<file path="config.mk">
export PLATFORM = sky130hd
export DESIGN_NAME = slcfg_top
export DESIGN_NICKNAME = d
export VERILOG_FILES = /design/src/common/slcfg_pkg.sv /design/src/rtl/slcfg_fifo.sv /design/src/rtl/slcfg_prbs.sv /design/src/rtl/slcfg_top.sv
export SDC_FILE = /design/constraint.sdc
export NUM_CORES = 1
export LEC_CHECK = 0
export ABC_AREA = 1
export BUFFER_PORTS_ARGS = -buffer_cell sky130_fd_sc_hd__buf_2
export CORE_ASPECT_RATIO = 1.1
export CORE_MARGIN = 4
export CORE_UTILIZATION = 50
export CTS_CLUSTER_SIZE = 14
export DETAILED_ROUTE_END_ITERATION = 8
export GPL_ROUTABILITY_DRIVEN = 0
export PLACE_DENSITY = 0.7
export SYNTH_ARGS = -nofsm -noshare
export SYNTH_HDL_FRONTEND = slang
export SYNTH_SLANG_ARGS = --single-unit
</file>
<file path="constraint.sdc">
create_clock -name clk -period 8.5 [get_ports clk]
set_input_delay 1.275 -clock clk [delete_from_list [all_inputs] [get_ports clk]]
set_output_delay 1.275 -clock clk [all_outputs]
set_load 0.02 [all_outputs]
</file>
<file path="src/common/slcfg_pkg.sv">
// Summary of operation
// - Pattern select zero sends normal sample data, and zero is its reset value.
// - Pattern code 8 repeats the lane alignment sequence and code 9 sends modified RPAT.
// - Pattern codes 10 and 11 hold the serial outputs low; codes 12 to 15 are reserved.
// - The eight-bit identifier goes out in the second multiframe of the alignment sequence.
// - Link A sends the identifier and link B sends the identifier plus one.
// - The identifier's lowest bit is ignored and reads back as zero.
// - End-of-frame select 0, 1, 2 picks K28.7, K28.1, K28.5; code 3 is reserved.
// - The end-of-frame character replaces a frame's last octet only when conditions allow.
// - With the link disabled, counters stay in reset and serializers are off and gated.
package slcfg_pkg;

   ////////////////////////////////////////////////////////////////////////////////
   // bus and register map
   localparam int AXI_AW = 12;
   localparam logic [9:0] IDX_LINK_CTRL = 10'h200;
   localparam logic [9:0] IDX_TEST_PAT = 10'h205;
   localparam logic [9:0] IDX_DEV_ID = 10'h206;
   localparam logic [9:0] IDX_FRAME_CHAR = 10'h207;
   localparam logic [9:0] IDX_LINK_STAT = 10'h20F;
   localparam logic [1:0] RESP_OKAY = 2'h0;
   localparam logic [1:0] RESP_SLVERR = 2'h2;

   // reset values and field positions
   localparam logic [7:0] RST_TEST_PAT = 8'h00;
   localparam logic [7:0] RST_DEV_ID = 8'h00;
   localparam logic [7:0] RST_FRAME_CHAR = 8'h00;
   localparam logic RST_LINK_EN = 1'h0;
   localparam int CTRL_EN_BIT = 0;
   localparam logic [7:0] DID_KEEP_MASK = 8'hFE;
   localparam int STAT_STATE_LSB = 1;
   localparam int STAT_LEVEL_LSB = 4;

   ////////////////////////////////////////////////////////////////////////////////
   // pattern and end-of-frame codes
   localparam logic [3:0] TP_NORMAL = 4'h0;
   localparam logic [3:0] TP_PRBS7 = 4'h1;
   localparam logic [3:0] TP_PRBS15 = 4'h2;
   localparam logic [3:0] TP_PRBS23 = 4'h3;
   localparam logic [3:0] TP_RAMP = 4'h4;
   localparam logic [3:0] TP_TRANSPORT = 4'h5;
   localparam logic [3:0] TP_D21_5 = 4'h6;
   localparam logic [3:0] TP_K28_5 = 4'h7;
   localparam logic [3:0] TP_REP_ILA = 4'h8;
   localparam logic [3:0] TP_RPAT = 4'h9;
   localparam logic [3:0] TP_LOW_A = 4'hA;
   localparam logic [3:0] TP_LOW_B = 4'hB;
   localparam logic [1:0] FC_K28_7 = 2'h0;
   localparam logic [1:0] FC_K28_1 = 2'h1;
   localparam logic [1:0] FC_K28_5 = 2'h2;

   // 8b/10b character values before encoding
   localparam logic [7:0] CH_K28_0 = 8'h1C;
   localparam logic [7:0] CH_K28_1 = 8'h3C;
   localparam logic [7:0] CH_K28_3 = 8'h7C;
   localparam logic [7:0] CH_K28_4 = 8'h9C;
   localparam logic [7:0] CH_K28_5 = 8'hBC;
   localparam logic [7:0] CH_K28_7 = 8'hFC;
   localparam logic [7:0] CH_D21_5 = 8'hB5;

   // repeating data sequence of the modified random pattern
   localparam int RPAT_LEN = 4;
   localparam logic [7:0] RPAT_TAB [RPAT_LEN] = '{8'hBE, 8'hD7, 8'h23, 8'h47};

   // alignment sequence shape
   localparam logic [1:0] ILA_MF_LAST = 2'h3;
   localparam logic [1:0] ILA_MF_ID = 2'h1;
   localparam int ILA_OCT_Q = 1;
   localparam int ILA_OCT_ID = 2;

   ////////////////////////////////////////////////////////////////////////////////
   // types
   typedef enum logic [2:0] {
      ST_OFF = 3'b001,
      ST_ILA = 3'b010,
      ST_RUN = 3'b100
   } slcfg_state_t;

   typedef struct packed {
      logic k;
      logic [7:0] d;
   } slcfg_sym_t;

endpackage

</file>
<file path="src/rtl/slcfg_fifo.sv">
`timescale 1ns/1ps
module slcfg_fifo #(
   parameter int WIDTH = 16,
   parameter int DEPTH = 8
) (
   input wire logic clk,
   input wire logic nrst,
   input wire logic [WIDTH-1:0] in_data,
   input wire logic in_valid,
   output logic in_ready,
   output logic [WIDTH-1:0] out_data,
   output logic out_valid,
   input wire logic out_ready,
   output logic [$clog2(DEPTH):0] level
);
   localparam int AW = $clog2(DEPTH);

   logic [WIDTH-1:0] mem_r [DEPTH];
   logic [AW:0] wp_r;
   logic [AW:0] rp_r;
   logic push;
   logic pop;

   // full when pointers differ only in the wrap bit
   assign level = wp_r - rp_r;
   assign in_ready = (level != (AW+1)'(DEPTH));
   assign out_valid = (wp_r != rp_r);
   assign push = in_valid && in_ready;
   assign pop = out_valid && out_ready;
   assign out_data = mem_r[rp_r[AW-1:0]];

   // storage
   always_ff @(posedge clk) begin
      if (push) begin
         mem_r[wp_r[AW-1:0]] <= in_data;
      end
   end

   // pointers
   always_ff @(posedge clk or negedge nrst) begin
      if (!nrst) begin
         wp_r <= '0;
         rp_r <= '0;
      end else begin
         if (push) begin
            wp_r <= wp_r + 1'b1;
         end
         if (pop) begin
            rp_r <= rp_r + 1'b1;
         end
      end
   end
endmodule

</file>
<file path="src/rtl/slcfg_prbs.sv">
`timescale 1ns/1ps
module slcfg_prbs #(
   parameter int ORDER = 7,
   parameter int TAP = 6
) (
   input wire logic clk,
   input wire logic nrst,
   input wire logic clr,
   output logic [7:0] byte_r
);
   logic [ORDER-1:0] sh_r;
   logic [ORDER-1:0] sh_nxt;
   logic [7:0] byte_nxt;
   logic fb;

   // eight steps of x^ORDER + x^TAP + 1 per clock, first bit in msb
   always_comb begin
      sh_nxt = sh_r;
      byte_nxt = '0;
      fb = 1'b0;
      for (int b = 7; b >= 0; b--) begin
         fb = sh_nxt[ORDER-1] ^ sh_nxt[TAP-1];
         sh_nxt = {sh_nxt[ORDER-2:0], fb};
         byte_nxt[b] = fb;
      end
   end

   // seed all ones while cleared
   always_ff @(posedge clk or negedge nrst) begin
      if (!nrst) begin
         sh_r <= '1;
         byte_r <= '0;
      end else if (clr) begin
         sh_r <= '1;
         byte_r <= '0;
      end else begin
         sh_r <= sh_nxt;
         byte_r <= byte_nxt;
      end
   end
endmodule

</file>
<file path="src/rtl/slcfg_top.sv">
// Decided for this implementation: the AXI4-Lite interface to the registers.
`timescale 1ns/1ps
module slcfg_top #(
   parameter int FRAME_OCTETS = 2,
   parameter int FRAMES_PER_MF = 32,
   parameter int FIFO_DEPTH = 8,
   parameter int NUM_LINKS = 2
) (
   input wire logic clk,
   input wire logic nrst,
   // axi4-lite slave
   input wire logic [slcfg_pkg::AXI_AW-1:0] s_axi_awaddr,
   input wire logic [2:0] s_axi_awprot,
   input wire logic s_axi_awvalid,
   output logic s_axi_awready,
   input wire logic [31:0] s_axi_wdata,
   input wire logic [3:0] s_axi_wstrb,
   input wire logic s_axi_wvalid,
   output logic s_axi_wready,
   output logic [1:0] s_axi_bresp,
   output logic s_axi_bvalid,
   input wire logic s_axi_bready,
   input wire logic [slcfg_pkg::AXI_AW-1:0] s_axi_araddr,
   input wire logic [2:0] s_axi_arprot,
   input wire logic s_axi_arvalid,
   output logic s_axi_arready,
   output logic [31:0] s_axi_rdata,
   output logic [1:0] s_axi_rresp,
   output logic s_axi_rvalid,
   input wire logic s_axi_rready,
   // sample stream, one octet per link per word
   input wire logic [8*NUM_LINKS-1:0] smp_data,
   input wire logic smp_valid,
   output logic smp_ready,
   // lane symbols and serializer control
   output slcfg_pkg::slcfg_sym_t lane_sym_r [NUM_LINKS],
   output logic lane_hold_low_r,
   output logic ser_pwrdn_r,
   output logic ser_clk_en_r,
   output logic lmfc_rst_r
);
   import slcfg_pkg::*;

   localparam int MF_OCT = FRAME_OCTETS * FRAMES_PER_MF;
   localparam int OW = $clog2(MF_OCT);
   localparam int FW = (FRAME_OCTETS > 1) ? $clog2(FRAME_OCTETS) : 1;
   localparam int LW = $clog2(FIFO_DEPTH) + 1;
   localparam int RW = $clog2(RPAT_LEN);

   ////////////////////////////////////////////////////////////////////////////////
   // declarations
   logic link_en_r;
   logic [7:0] test_pat_r;
   logic [7:0] dev_id_r;
   logic [7:0] frame_char_r;
   logic aw_got_r;
   logic w_got_r;
   logic [9:0] wr_idx_r;
   logic [31:0] wr_data_r;
   logic wr_lane0_r;
   logic [31:0] rd_mux;
   logic rd_hit;
   logic wr_hit;
   slcfg_state_t state_r;
   slcfg_state_t state_nxt;
   logic [OW-1:0] oct_r;
   logic [FW-1:0] fr_r;
   logic [1:0] mf_r;
   logic [7:0] ramp_r;
   logic [RW-1:0] rpat_r;
   logic [7:0] prev_last_r [NUM_LINKS];
   logic [3:0] tp_eff;
   logic [7:0] eof_char;
   logic oct_last;
   logic fr_last;
   logic pat_normal;
   logic [8*NUM_LINKS-1:0] fifo_data;
   logic fifo_valid;
   logic fifo_pop;
   logic [LW-1:0] fifo_level;
   logic [7:0] prbs_byte [3];
   slcfg_sym_t sym_nxt [NUM_LINKS];
   slcfg_sym_t ila_sym [NUM_LINKS];
   logic [7:0] smp_byte [NUM_LINKS];

   ////////////////////////////////////////////////////////////////////////////////
   // axi4-lite write path: address and data taken in either order
   assign s_axi_awready = !aw_got_r && !s_axi_bvalid;
   assign s_axi_wready = !w_got_r && !s_axi_bvalid;
   assign wr_hit = (wr_idx_r == IDX_LINK_CTRL) || (wr_idx_r == IDX_TEST_PAT) ||
                   (wr_idx_r == IDX_DEV_ID) || (wr_idx_r == IDX_FRAME_CHAR);

   always_ff @(posedge clk or negedge nrst) begin
      if (!nrst) begin
         aw_got_r <= 1'b0;
         w_got_r <= 1'b0;
         wr_idx_r <= '0;
         wr_data_r <= '0;
         wr_lane0_r <= 1'b0;
         s_axi_bvalid <= 1'b0;
         s_axi_bresp <= RESP_OKAY;
      end else begin
         if (s_axi_awvalid && s_axi_awready) begin
            aw_got_r <= 1'b1;
            wr_idx_r <= s_axi_awaddr[AXI_AW-1:2];
         end
         if (s_axi_wvalid && s_axi_wready) begin
            w_got_r <= 1'b1;
            wr_data_r <= s_axi_wdata;
            wr_lane0_r <= s_axi_wstrb[0];
         end
         if (aw_got_r && w_got_r && !s_axi_bvalid) begin
            s_axi_bvalid <= 1'b1;
            s_axi_bresp <= wr_hit ? RESP_OKAY : RESP_SLVERR;
            aw_got_r <= 1'b0;
            w_got_r <= 1'b0;
         end
         if (s_axi_bvalid && s_axi_bready) begin
            s_axi_bvalid <= 1'b0;
         end
      end
   end

   // register stores, low byte lane only
   always_ff @(posedge clk or negedge nrst) begin
      if (!nrst) begin
         link_en_r <= RST_LINK_EN;
         test_pat_r <= RST_TEST_PAT;
         dev_id_r <= RST_DEV_ID;
         frame_char_r <= RST_FRAME_CHAR;
      end else if (aw_got_r && w_got_r && !s_axi_bvalid && wr_lane0_r) begin
         // settings are expected to change only with the link disabled
         unique case (wr_idx_r)
            IDX_LINK_CTRL: link_en_r <= wr_data_r[CTRL_EN_BIT];
            IDX_TEST_PAT: test_pat_r <= wr_data_r[7:0];
            IDX_DEV_ID: dev_id_r <= wr_data_r[7:0] & DID_KEEP_MASK;
            IDX_FRAME_CHAR: frame_char_r <= wr_data_r[7:0];
            default: ;
         endcase
      end
   end

   ////////////////////////////////////////////////////////////////////////////////
   // axi4-lite read path
   always_comb begin
      rd_mux = '0;
      rd_hit = 1'b1;
      unique case (s_axi_araddr[AXI_AW-1:2])
         IDX_LINK_CTRL: rd_mux[CTRL_EN_BIT] = link_en_r;
         IDX_TEST_PAT: rd_mux[7:0] = test_pat_r;
         IDX_DEV_ID: rd_mux[7:0] = dev_id_r;
         IDX_FRAME_CHAR: rd_mux[7:0] = frame_char_r;
         IDX_LINK_STAT: begin
            rd_mux[STAT_STATE_LSB +: 3] = state_r;
            rd_mux[STAT_LEVEL_LSB +: LW] = fifo_level;
         end
         default: rd_hit = 1'b0;
      endcase
   end

   assign s_axi_arready = !s_axi_rvalid;

   always_ff @(posedge clk or negedge nrst) begin
      if (!nrst) begin
         s_axi_rvalid <= 1'b0;
         s_axi_rdata <= '0;
         s_axi_rresp <= RESP_OKAY;
      end else if (s_axi_arvalid && s_axi_arready) begin
         s_axi_rvalid <= 1'b1;
         s_axi_rdata <= rd_mux;
         s_axi_rresp <= rd_hit ? RESP_OKAY : RESP_SLVERR;
      end else if (s_axi_rvalid && s_axi_rready) begin
         s_axi_rvalid <= 1'b0;
      end
   end

   ////////////////////////////////////////////////////////////////////////////////
   // setting decode
   // reserved codes fall back to zero
   assign tp_eff = (test_pat_r[3:0] > TP_LOW_B) ? TP_NORMAL : test_pat_r[3:0];
   assign pat_normal = (tp_eff == TP_NORMAL);

   always_comb begin
      unique case (frame_char_r[1:0])
         FC_K28_1: eof_char = CH_K28_1;
         FC_K28_5: eof_char = CH_K28_5;
         default: eof_char = CH_K28_7;
      endcase
   end

   ////////////////////////////////////////////////////////////////////////////////
   // link sequencing
   assign oct_last = (oct_r == OW'(MF_OCT - 1));
   assign fr_last = (fr_r == FW'(FRAME_OCTETS - 1));

   always_comb begin
      state_nxt = state_r;
      unique case (state_r)
         ST_OFF: if (link_en_r) state_nxt = pat_normal ? ST_ILA : ST_RUN;
         ST_ILA: if (oct_last && mf_r == ILA_MF_LAST) state_nxt = ST_RUN;
         ST_RUN: ;
      endcase
      if (!link_en_r) begin
         state_nxt = ST_OFF;
      end
   end

   always_ff @(posedge clk or negedge nrst) begin
      if (!nrst) begin
         state_r <= ST_OFF;
      end else begin
         state_r <= state_nxt;
      end
   end

   // frame and multiframe counters cleared while disabled
   always_ff @(posedge clk or negedge nrst) begin
      if (!nrst) begin
         oct_r <= '0;
         fr_r <= '0;
         mf_r <= '0;
         ramp_r <= '0;
         rpat_r <= '0;
      end else if (state_r == ST_OFF) begin
         oct_r <= '0;
         fr_r <= '0;
         mf_r <= '0;
         ramp_r <= '0;
         rpat_r <= '0;
      end else begin
         oct_r <= oct_last ? '0 : oct_r + 1'b1;
         fr_r <= fr_last ? '0 : fr_r + 1'b1;
         if (oct_last) begin
            mf_r <= mf_r + 1'b1;
         end
         ramp_r <= ramp_r + 1'b1;
         rpat_r <= (rpat_r == RW'(RPAT_LEN - 1)) ? '0 : rpat_r + 1'b1;
      end
   end

   // serializers off and clock gated while disabled
   always_ff @(posedge clk or negedge nrst) begin
      if (!nrst) begin
         ser_pwrdn_r <= 1'b1;
         ser_clk_en_r <= 1'b0;
         lmfc_rst_r <= 1'b1;
         lane_hold_low_r <= 1'b0;
      end else begin
         ser_pwrdn_r <= !link_en_r;
         ser_clk_en_r <= link_en_r;
         lmfc_rst_r <= !link_en_r;
         lane_hold_low_r <= link_en_r && (tp_eff == TP_LOW_A || tp_eff == TP_LOW_B);
      end
   end

   ////////////////////////////////////////////////////////////////////////////////
   // sample buffer, drained only while normal data is sent
   assign fifo_pop = (state_r == ST_RUN) && pat_normal;

   slcfg_fifo #(.WIDTH(8 * NUM_LINKS), .DEPTH(FIFO_DEPTH)) u_fifo (
      .clk(clk),
      .nrst(nrst),
      .in_data(smp_data),
      .in_valid(smp_valid),
      .in_ready(smp_ready),
      .out_data(fifo_data),
      .out_valid(fifo_valid),
      .out_ready(fifo_pop),
      .level(fifo_level)
   );

   // pseudo-random generators of order 7, 15, 23
   slcfg_prbs #(.ORDER(7), .TAP(6)) u_prbs7 (
      .clk(clk), .nrst(nrst), .clr(state_r == ST_OFF), .byte_r(prbs_byte[0]));
   slcfg_prbs #(.ORDER(15), .TAP(14)) u_prbs15 (
      .clk(clk), .nrst(nrst), .clr(state_r == ST_OFF), .byte_r(prbs_byte[1]));
   slcfg_prbs #(.ORDER(23), .TAP(18)) u_prbs23 (
      .clk(clk), .nrst(nrst), .clr(state_r == ST_OFF), .byte_r(prbs_byte[2]));

   ////////////////////////////////////////////////////////////////////////////////
   // per-lane symbol selection
   always_comb begin
      for (int i = 0; i < NUM_LINKS; i++) begin
         smp_byte[i] = fifo_valid ? fifo_data[8*i +: 8] : 8'h00;
         // alignment sequence: R at start, A at end, Q then identifier in mf 1
         ila_sym[i] = '{k: 1'b0, d: 8'(oct_r)};
         if (oct_r == '0) begin
            ila_sym[i] = '{k: 1'b1, d: CH_K28_0};
         end else if (oct_last) begin
            ila_sym[i] = '{k: 1'b1, d: CH_K28_3};
         end else if (mf_r == ILA_MF_ID && oct_r == OW'(ILA_OCT_Q)) begin
            ila_sym[i] = '{k: 1'b1, d: CH_K28_4};
         end else if (mf_r == ILA_MF_ID && oct_r == OW'(ILA_OCT_ID)) begin
            ila_sym[i] = '{k: 1'b0, d: dev_id_r + 8'(i)};
         end
         sym_nxt[i] = '{k: 1'b0, d: 8'h00};
         if (state_r == ST_ILA) begin
            sym_nxt[i] = ila_sym[i];
         end else if (state_r == ST_RUN) begin
            unique case (tp_eff)
               TP_PRBS7: sym_nxt[i].d = prbs_byte[0];
               TP_PRBS15: sym_nxt[i].d = prbs_byte[1];
               TP_PRBS23: sym_nxt[i].d = prbs_byte[2];
               TP_RAMP: sym_nxt[i].d = ramp_r;
               TP_TRANSPORT: sym_nxt[i].d = {1'b0, 1'(i), 6'(oct_r)};
               TP_D21_5: sym_nxt[i].d = CH_D21_5;
               TP_K28_5: sym_nxt[i] = '{k: 1'b1, d: CH_K28_5};
               // repeated alignment and modified random pattern
               TP_REP_ILA: sym_nxt[i] = ila_sym[i];
               TP_RPAT: sym_nxt[i].d = RPAT_TAB[rpat_r];
               TP_LOW_A, TP_LOW_B: sym_nxt[i] = '{k: 1'b0, d: 8'h00};
               default: begin
                  sym_nxt[i].d = smp_byte[i];
                  // substitute only when the frame end repeats
                  if (fr_last && smp_byte[i] == prev_last_r[i]) begin
                     sym_nxt[i] = '{k: 1'b1, d: eof_char};
                  end
               end
            endcase
         end
      end
   end

   // lane output and last-octet history
   always_ff @(posedge clk or negedge nrst) begin
      if (!nrst) begin
         for (int i = 0; i < NUM_LINKS; i++) begin
            lane_sym_r[i] <= '0;
            prev_last_r[i] <= '0;
         end
      end else begin
         for (int i = 0; i < NUM_LINKS; i++) begin
            lane_sym_r[i] <= sym_nxt[i];
            if (state_r != ST_RUN) begin
               prev_last_r[i] <= '0;
            end else if (fr_last) begin
               prev_last_r[i] <= smp_byte[i];
            end
         end
      end
   end
endmodule

</file>
==> flow_summary.toml, run 1 <==
[min_path]
hold_path_class = "reg2reg"

[floorplan]
start_util_pct = 50.7
rows = 65
core_um2 = 28700
boundaryPins = 154
dieArea_um2 = 31900
die_h_um = 187
die_x_um = 171

[grt]
grt_util_met1_pct = 27.5
track_usage_pct = 20.6
use_met3_pct = 3.51
grt_use_met2_pct = 33.9
grt_max_degree = 74
grt_pass1_vias = 10166
busiest_layer = "met2"
grt_first_pass_wirelength_um = 52700
grt.overflow.total = 0
antenna_found_initial = 2

[final_layout]
syn_to_final_growth_pct = 12.9
drive_above_1_share_pct = 17.3
final_cell_count_no_fill = 1986
num-nets-final = 1702
stdcell_area_um2 = 16400

[placement]
dp.cells = 1923
io_buffers = 90
hpwl_um = 22000
place_area_um2 = 15200

[clock_tree]
clock_latency_ps = 520
cts_tree = "built"
cts-buffers-inserted = 34
cts_setup_buffers = 0
h-tree-depth = 2
cts_sinks = 321
postCtsHoldBufs = 0
cts_root_buffer = "clkbuf_16"
clock_path_buffers = 3
post_cts_resized = 0
clk_pin_slew_ps = 60

[critical_path]
worstReg2RegStart = "u_fifo.rp_r[2]$_DFFE_PN0P_"
r2r_end = "lane_sym_r[6]$_DFF_PN0_"
cp_max_fo = 19
reg2reg_depth = 11
endpoint = "smp_ready"
path_class = "reg2out"
critPathLaunch = "u_fifo.rp_r[2]$_DFFE_PN0P_"
startpoint_type = "flip-flop"
required_ps = 7220
cp.arrival_ps = 3160
crit_path_end_kind = "primary output"
r2r_slack_ps = 4580

[power]
p_per_area_nw_per_um2 = 241
p_leak_nw = 7.44
ir_drop_uv = 201

[routing]
wl_per_cell_um = 16.6
dr.pass1.iters = 7
drt_iter0_drc = 808
num_vias = 10499
drt_wl_total_um = 32900
drc = 0
antenna_left = 0
viasPerCell = 5.29

[logic_synthesis]
synth_flop_cell = "dfrtp_1"
syn-cell-area_um2 = 14600
ys_seq_elements = 321
yosysUniqueCellTypes = 47
synth.yosys.seq_area_share_pct = 60.0
syn_inst = 1496
synth-warning-count = 0
avgSynthCellArea_um2 = 9.73
synth_edf_count = 128
async_flop_share_pct = 60.1

[timing]
finalSetupViolations = 0
fin_crit_ps = 4430
max_freq_ghz = 0.226
whs_ps = 482
tightest_slew_ps = 808
slew_viol_final = 0
clock_skew_ps = 18.1
rsz0062_at_grt = "no"
setup_tns_ps = 0
slew_headroom_pct = 46.1
final-hold-violation-count = 0
fin_crit_sh_pct = 52.1

[job]
max_cap_viol_count = 0

[outcome]
status = "completed"
metrics by stage:
stage	utilization, %	setup WS (ps)	power [mW]
2_1_floorplan	-	5290	2.24
3_3_place_gp	53.1	4560	2.40
3_5_place_dp	53.1	4560	2.42
4_1_cts	57.2	3990	3.99
5_1_grt	57.2	3830	4.14
6_report	57.2	4070	3.96
power by group:
group	internal, mW	switching, mW
clock	0.947	0.618
sequential	1.78	0.0567
combinational	0.166	0.387
cell families (layout without fill, tap and decap cells):
family | count (synthesis) | after routing | synth area share [%]
simple gates | 685 | 685 | 20.8
flops | 321 | 321 | 60.0
buf+inv | 259 | 355 | 7.99
compound gates | 167 | 167 | 6.67
xor+xnor | 34 | 34 | 2.10
fa+ha+maj | 21 | 21 | 1.86
mux | 8 | 8 | 0.610
other cells | 1 | 27 | 0.0258
worst max-delay path, cell delays in order, from the launching register on:
cell,delay [ps]
dfrtp_1,850
inv_2,440
ha_1,500
nand2_1,60
o21ai_0,190
xor2_1,230
nand3_1,160
buf_2,200
sequential cells by signal, summed over array words and instances (netlist names), 2 cells and up:
name             flops
u_fifo.mem_r       128
u_fifo.rp_r          4
s_axi_rdata          8
u_prbs7.byte_r       8
frame_char_r         8
wr_idx_r            10
u_prbs15.byte_r      8
dev_id_r             7
test_pat_r           8
prev_last_r         16
oct_r                6
ramp_r               8
wr_data_r            8
u_fifo.wp_r          4
state_r              3
u_prbs23.byte_r      8
mf_r                 2
lane_sym_r          18
rpat_r               2
u_prbs15.sh_r       15
u_prbs7.sh_r         7
u_prbs23.sh_r       23
worst min-delay path by stage:
stage | end | slack (ps) | depth (start not counted) | from
finish | s_axi_rdata[5]$_DFFE_PN0P_ | 480 | 2 | s_axi_rdata[5]$_DFFE_PN0P_
global route | s_axi_rdata[7]$_DFFE_PN0P_ | 500 | 2 | s_axi_rdata[7]$_DFFE_PN0P_
CTS | s_axi_rresp[1]$_DFFE_PN0P_ | 480 | 2 | s_axi_rresp[1]$_DFFE_PN0P_
detailed placement | s_axi_rresp[1]$_DFFE_PN0P_ | 460 | 2 | s_axi_rresp[1]$_DFFE_PN0P_
global placement | s_axi_rresp[1]$_DFFE_PN0P_ | 460 | 2 | s_axi_rresp[1]$_DFFE_PN0P_
floorplan | ser_clk_en_r$_DFF_PN0_ | 450 | 0 | link_en_r$_DFFE_PN0P_
cells in the mapped netlist (all sizes together) (3+ instances only):
cell type	count	share of area, %
dfrtp	146	25
nor3	21	0.80
nor4	4	0.17
o21bai	4	0.21
nand2	346	9.0
ha	20	1.7
mux2	7	0.54
a21oi	30	1.0
nor2	142	3.8
o21ai	90	3.1
o22ai	18	0.77
buf	53	2.7
xnor2	25	1.6
inv	185	4.8
xor2	9	0.54
a221oi	7	0.42
nand4	31	1.3
edfxtp	128	26
or2	22	0.95
dfstp	47	8.5
nand3	118	4.7
clkbuf	20	0.52
o211ai	6	0.45
a211oi	3	0.15
o2111ai	5	0.30
layer usage:
layer	routed length, um	part of all wire [%]
met2	16000	49
met5	7	0.021
met4	1140	3.5
met3	1870	5.7
met1	13900	42
final cells by class:
| class | count | area (um2) |
|---|---|---|
| multi-input cells | 941 | 4760 |
| well taps | 368 | 460 |
| inverters | 186 | 701 |
| repair buffers | 107 | 587 |
| fillers | 2453 | 12300 |
| clock inverters | 18 | 248 |
| flip-flops and latches | 321 | 8730 |
| diodes | 1 | 2.50 |
| clock buffers | 44 | 941 |
layout by cell type, fill, tap and decap left out, types with 7 or more instances in the layout:
cell type and instances:
nand3_1 101, inv_1 178, buf_4 17, clkbuf_16 36, nor2_1 136, o22ai_1 18
a21oi_1 30, dfrtp_1 145, conb_1 26, nand3_2 16, nand2_1 342, buf_2 89
clkbuf_1 7, edfxtp_1 128, or2_2 22, o21ai_0 80, o21ai_1 9, nor3_1 19
dfstp_2 47, nand4_1 31, ha_1 20, mux2_2 7, xnor2_1 24, xor2_1 9
a221oi_1 7
(Power assumes the default switching activity.)
==> run 2: changes to the inputs <==
- ABC_AREA: 1 -> 0
- clock period: 8.5 -> 4.3 ns (I/O delays scaled with it)
==> run 2 against run 1 <==
Effect of this change: flip-flop and latch count stayed put; global-route usage is 0.91 points lower; hold slack got worse by 210 ps; routed wire length decreased by 7.4%; die area fell by 2.7%; critical path type is now reg2reg; critical endpoint is now lane_sym_r[3]$_DFF_PN0_; highest routed layer is now met4.
==> flow_summary.toml, run 2 <==
[outcome]
status = "completed"

[clock_tree]
cts-buffers-inserted = 35
h-tree-depth = 2
cts_sinks = 321
clock_latency_ps = 510
clk_pin_slew_ps = 60
post_cts_resized = 0
clock_path_buffers = 3
cts_setup_buffers = 0
postCtsHoldBufs = 0
cts_tree = "built"
cts_root_buffer = "clkbuf_16"

[final_layout]
final_common_cell = "dfrtp_1"
diodes = 0
largest_reg_flops = 128
layout_common_cells = "dfrtp_1, edfxtp_1, buf_2"
stdcell_area_um2 = 16100
fillCellCount = 2271
syn_to_final_growth_pct = 13.8
drive_above_1_share_pct = 24.1
num-nets-final = 1293

[logic_synthesis]
syn_inst = 1084
yosysTopAreaCellShare_pct = 27.2
synth.yosys.seq_area_share_pct = 61.8
synth_most_common_cell = "dfrtp_1"
async_flop_share_pct = 60.1
synth_common_cells = "dfrtp_1, edfxtp_1, nor2_1"
netlist_top_cells_area = "edfxtp_1, dfrtp_1, dfstp_2"
yosysUniqueCellTypes = 79
synth-warning-count = 0
synth_flop_cell = "dfrtp_1"
ys_seq_elements = 321
synth_edf_count = 128
avgSynthCellArea_um2 = 13.0
synth_area_leader_cell = "edfxtp_1"
syn-cell-area_um2 = 14100

[critical_path]
path_class = "reg2reg"
r2r_end = "lane_sym_r[3]$_DFF_PN0_"
cp.arrival_ps = 3920
required_ps = 4710
crit_path_end_kind = "flip-flop"
worstReg2RegStart = "u_fifo.rp_r[0]$_DFFE_PN0P_"
r2r_slack_ps = 790
reg2reg_depth = 8
cp_max_fo = 26
startpoint_type = "flip-flop"

[timing]
clock_skew_ps = 25.8
slew_headroom_pct = 26.8
setup_tns_ps = 0
finalSetupViolations = 0
max_freq_ghz = 0.285
tightest_slew_ps = 1100
fin_crit_sh_pct = 81.6
setup_slack_ps = 793
rsz0062_at_grt = "no"
slew_viol_final = 0
final-hold-violation-count = 0
fin_crit_ps = 3510
whs_ps = 272

[routing]
antenna_left = 0
num_vias = 8807
viasPerCell = 5.61
drt_iter0_drc = 727
drt_wl_total_um = 30500
dr.pass1.iters = 4
drc = 0
wl_per_cell_um = 19.4

[floorplan]
dieArea_um2 = 31000
start_util_pct = 50.7
die_h_um = 184
boundaryPins = 154
rows = 64
core_um2 = 27900
die_x_um = 168

[grt]
grt_first_pass_wirelength_um = 48400
track_usage_pct = 19.7
grt.overflow.total = 0
grt_max_degree = 117
grt_pass1_vias = 8696
antenna_found_initial = 0

[placement]
hpwl_um = 20400
pre_cts_slack_ps = 802
io_buffers = 90
place_area_um2 = 14900

[power]
ir_drop_uv = 400
p_per_area_nw_per_um2 = 488
p_leak_nw = 6.36

[job]
max_cap_viol_count = 0

[min_path]
hold_path_class = "in2async"
run 2: worst max path at each step:
stage	slack [ps]	end	start	cells past startpoint
floorplan	-60	u_fifo.mem_r[0][0]$_DFFE_PP_	u_fifo.rp_r[1]$_DFFE_PN0P_	11
global placement	850	lane_sym_r[3]$_DFF_PN0_	u_fifo.rp_r[0]$_DFFE_PN0P_	8
detailed placement	800	lane_sym_r[7]$_DFF_PN0_	u_fifo.rp_r[0]$_DFFE_PN0P_	8
global route	470	lane_sym_r[3]$_DFF_PN0_	u_fifo.rp_r[0]$_DFFE_PN0P_	8
finish	790	lane_sym_r[3]$_DFF_PN0_	u_fifo.rp_r[0]$_DFFE_PN0P_	8
CTS	770	lane_sym_r[3]$_DFF_PN0_	u_fifo.rp_r[0]$_DFFE_PN0P_	8
run 2: area by class of cell:
| class | count | area (um2) | share of cell area (%) |
|---|---|---|---|
| Sequential cell | 321 | 8730 | 54.3 |
| Multi-Input combinational cell | 689 | 5040 | 31.3 |
| Inverter | 26 | 97.6 | 0.606 |
| Tap cell | 363 | 454 | 2.82 |
| Timing Repair Buffer | 109 | 614 | 3.82 |
| Clock buffer | 43 | 936 | 5.82 |
| Clock inverter | 19 | 220 | 1.37 |
run 2: routing by layer:
layer | vias to the layer above | share of wire (%) | track usage [%]
met2 | 261 | 48 | 32.0
met3 | 62 | 5.6 | 3.50
met4 | 0 | 2.8 | 5.71
li1 | 4089 | - | -
met5 | - | 0 | 0
met1 | 4395 | 44 | 27.5
run 2: kinds of logic (layout without fill, tap and decap cells):
| logic type | after synthesis | count (layout) | share of synthesized area, % |
|---|---|---|---|
| XOR/XNOR | 46 | 46 | 2.85 |
| AO/OA/AOI/OAI | 149 | 149 | 7.55 |
| flip-flops | 321 | 321 | 61.8 |
| AND/OR/NAND/NOR | 326 | 326 | 11.6 |
| adder cells (fa/ha/maj) | 22 | 22 | 1.98 |
| multiplexers | 120 | 120 | 10.6 |
| buffers and inverters | 99 | 197 | 3.61 |
| other | 1 | 26 | 0.0265 |
run 2: critical path: stages, from the launching register on:
cell      delay, ps
dfrtp_1         560
buf_4           470
mux4_2          560
mux2i_1         360
nor3_1           80
nor4b_1         370
nand4b_1        270
o21ai_1         470
o31a_1          250
run 2: power by group:
part	switching (mW)	internal, mW	leakage (nW)
logic	0.677	0.409	2.16
registers	0.201	3.57	3.63
clock network	1.16	1.85	0.571
total	2.04	5.82	6.36
run 2: through the flow:
stage	power (mW)	utilization, %	instances
after global routing	8.24	57.7	1570
final	7.86	57.7	1570
after floorplan	4.51	-	1109
after global placement	4.87	53.6	1508
after CTS	7.94	57.7	1570
after detailed placement	4.92	53.6	1508
==> run 3: changes to the inputs <==
- PLACE_DENSITY: 0.7 -> 0.72
- clock period: 4.3 -> 3 ns (I/O delays scaled with it)
==> run 3 against run 2 <==
Effect of this change: design area up 2.8%; setup slack worse by 690 ps; critical path type unchanged; flip-flop and latch count unchanged; combinational power up 71%; register-to-register slack worse by 690 ps.
==> flow_summary.toml, run 3 (same netlist as run 2, synthesis figures left out) <==
[final_layout]
largest_reg_flops = 128
final_common_cell = "dfrtp_1"
drive_above_1_share_pct = 27.5
diodes = 0
num-nets-final = 1332
layout_common_cells = "dfrtp_1, edfxtp_1, buf_2"
fillCellCount = 2165
syn_to_final_growth_pct = 17.0

[timing]
slew_viol_final = 0
fin_crit_ps = 2900
max_freq_ghz = 0.345
tightest_slew_ps = 724
setup_tns_ps = 0
fin_crit_sh_pct = 96.7
setup_slack_ps = 98.8
clock_skew_ps = 22.5
final-hold-violation-count = 0
rsz0062_at_grt = "no"
slew_headroom_pct = 51.7
finalSetupViolations = 0

[clock_tree]
clock_path_buffers = 3
h-tree-depth = 2
clk_pin_slew_ps = 60
postCtsHoldBufs = 0
cts_root_buffer = "clkbuf_16"
cts_sinks = 321
cts-buffers-inserted = 35
cts_tree = "built"
clock_latency_ps = 510

[grt]
grt_first_pass_wirelength_um = 49500
grt.overflow.total = 0
antenna_found_initial = 1
track_usage_pct = 20.0
grt_pass1_vias = 8946
grt_max_degree = 90

[critical_path]
reg2reg_depth = 7
crit_path_cell_trace = "mux4_2 -> mux2_4 -> nor3b_1 -> or4b_1 -> and4bb_4 -> nor2_2 -> o32ai_2"
required_ps = 3400
cp_max_fo = 7
cp.arrival_ps = 3300
slowest_stage = "or4b_1"
max_stage_delay_ps = 540
crit_path_end_kind = "flip-flop"
path_class = "reg2reg"
startpoint_type = "flip-flop"

[routing]
drc = 0
drt_iter0_drc = 787
viasPerCell = 5.57
num_vias = 8959
dr.pass1.iters = 5
drt_wl_total_um = 31000
antenna_left = 0
wl_per_cell_um = 19.3

[floorplan]
rows = 64
core_um2 = 27900
die_h_um = 184
die_x_um = 168
dieArea_um2 = 31000
start_util_pct = 50.7
boundaryPins = 154

[power]
ir_drop_uv = 580
p_per_area_nw_per_um2 = 690
p_leak_nw = 6.58

[placement]
pre_cts_slack_ps = -8.98
io_buffers = 90
hpwl_um = 21300

[job]
max_cap_viol_count = 0

[outcome]
status = "completed"

[min_path]
hold_path_class = "in2async"
## run 3: cell types whose count changed in the layout (fill, tap and decap cells not counted), sizes merged
| cell | previous run | this run |
|---|---|---|
| buf | 108 | 147 |
| bufinv | 5 | 4 |
| clkbuf | 44 | 47 |
| clkinv | 13 | 11 |
| inv | 27 | 26 |
## run 3: layout make-up
| type | instances | area [um2] | area share (%) |
|---|---|---|---|
| sequential | 321 | 8740 | 52.8 |
| tap | 363 | 454 | 2.75 |
| clock buffer | 46 | 947 | 5.73 |
| clock inverter | 15 | 174 | 1.05 |
| timing repair buffer | 148 | 977 | 5.91 |
| inverter | 26 | 97.6 | 0.590 |
| multi-input combinational | 689 | 5160 | 31.2 |
## run 3: stage by stage
stage                     utilization, %  cells  power (mW)  hold slack, ps  area (um2)
after floorplan                        -   1109        6.58             154       14400
after global placement              55.1   1544        7.20             455       15300
after detailed placement            55.1   1544        7.28             460       15300
after CTS                           59.1   1605        11.5            32.9       16500
after global routing                59.4   1608        11.9            64.8       16500
final                               59.4   1608        11.4            8.26       16500
## run 3: timing repair
| item | in CTS | in global routing |
|---|---|---|
| setup buffers | 0 | 3 |
| resized for setup | 2 | 10 |
| pin swaps | 0 | 3 |
| hold endpoints to repair | 0 | 0 |
| endpoints found under the setup margin | 3 | 14 |
| gates cloned | 0 | 0 |
## run 3: final timing paths
check,start,to,slack (ps)
max in group asynchronous,nrst,u_prbs23.sh_r[12]$_DFF_PN1_,2180
worst min-delay path,nrst,u_prbs15.byte_r[2]$_DFF_PN0_,8
worst max register to register,u_fifo.rp_r[0]$_DFFE_PN0P_,lane_sym_r[17]$_DFF_PN0_,100
worst max-delay path,u_fifo.rp_r[0]$_DFFE_PN0P_,lane_sym_r[17]$_DFF_PN0_,100
worst min register to register,s_axi_bresp[1]$_DFFE_PN0P_,s_axi_bresp[1]$_DFFE_PN0P_,470
min in group clk,s_axi_bready,s_axi_bvalid$_DFFE_PN0P_,120
## run 3: critical path, delay by kind of cell, from the launching register on
family / cells / cell delay (ps)
muxes: 2 / 850
and+or+nand+nor: 4 / 1190
AOI/OAI and AO/OA: 1 / 250
DFF: 1 / 510
## run 3: power by group
group | total (mW) | internal, mW | switching (mW) | leakage (nW)
combinational | 1.86 | 0.734 | 1.12 | 2.40
clock | 4.19 | 2.56 | 1.63 | 0.553
sequential | 5.36 | 5.11 | 0.243 | 3.63
## run 3: routing by layer
| layer | up-vias | wire [um] | GRT usage (%) |
|---|---|---|---|
| met4 | 2 | 641 | 4.87 |
| met3 | 54 | 1660 | 3.45 |
| li1 | 4183 | - | - |
| met1 | 4456 | 13500 | 27.4 |
| met5 | - | 12 | 0 |
| met2 | 264 | 15200 | 33.5 |
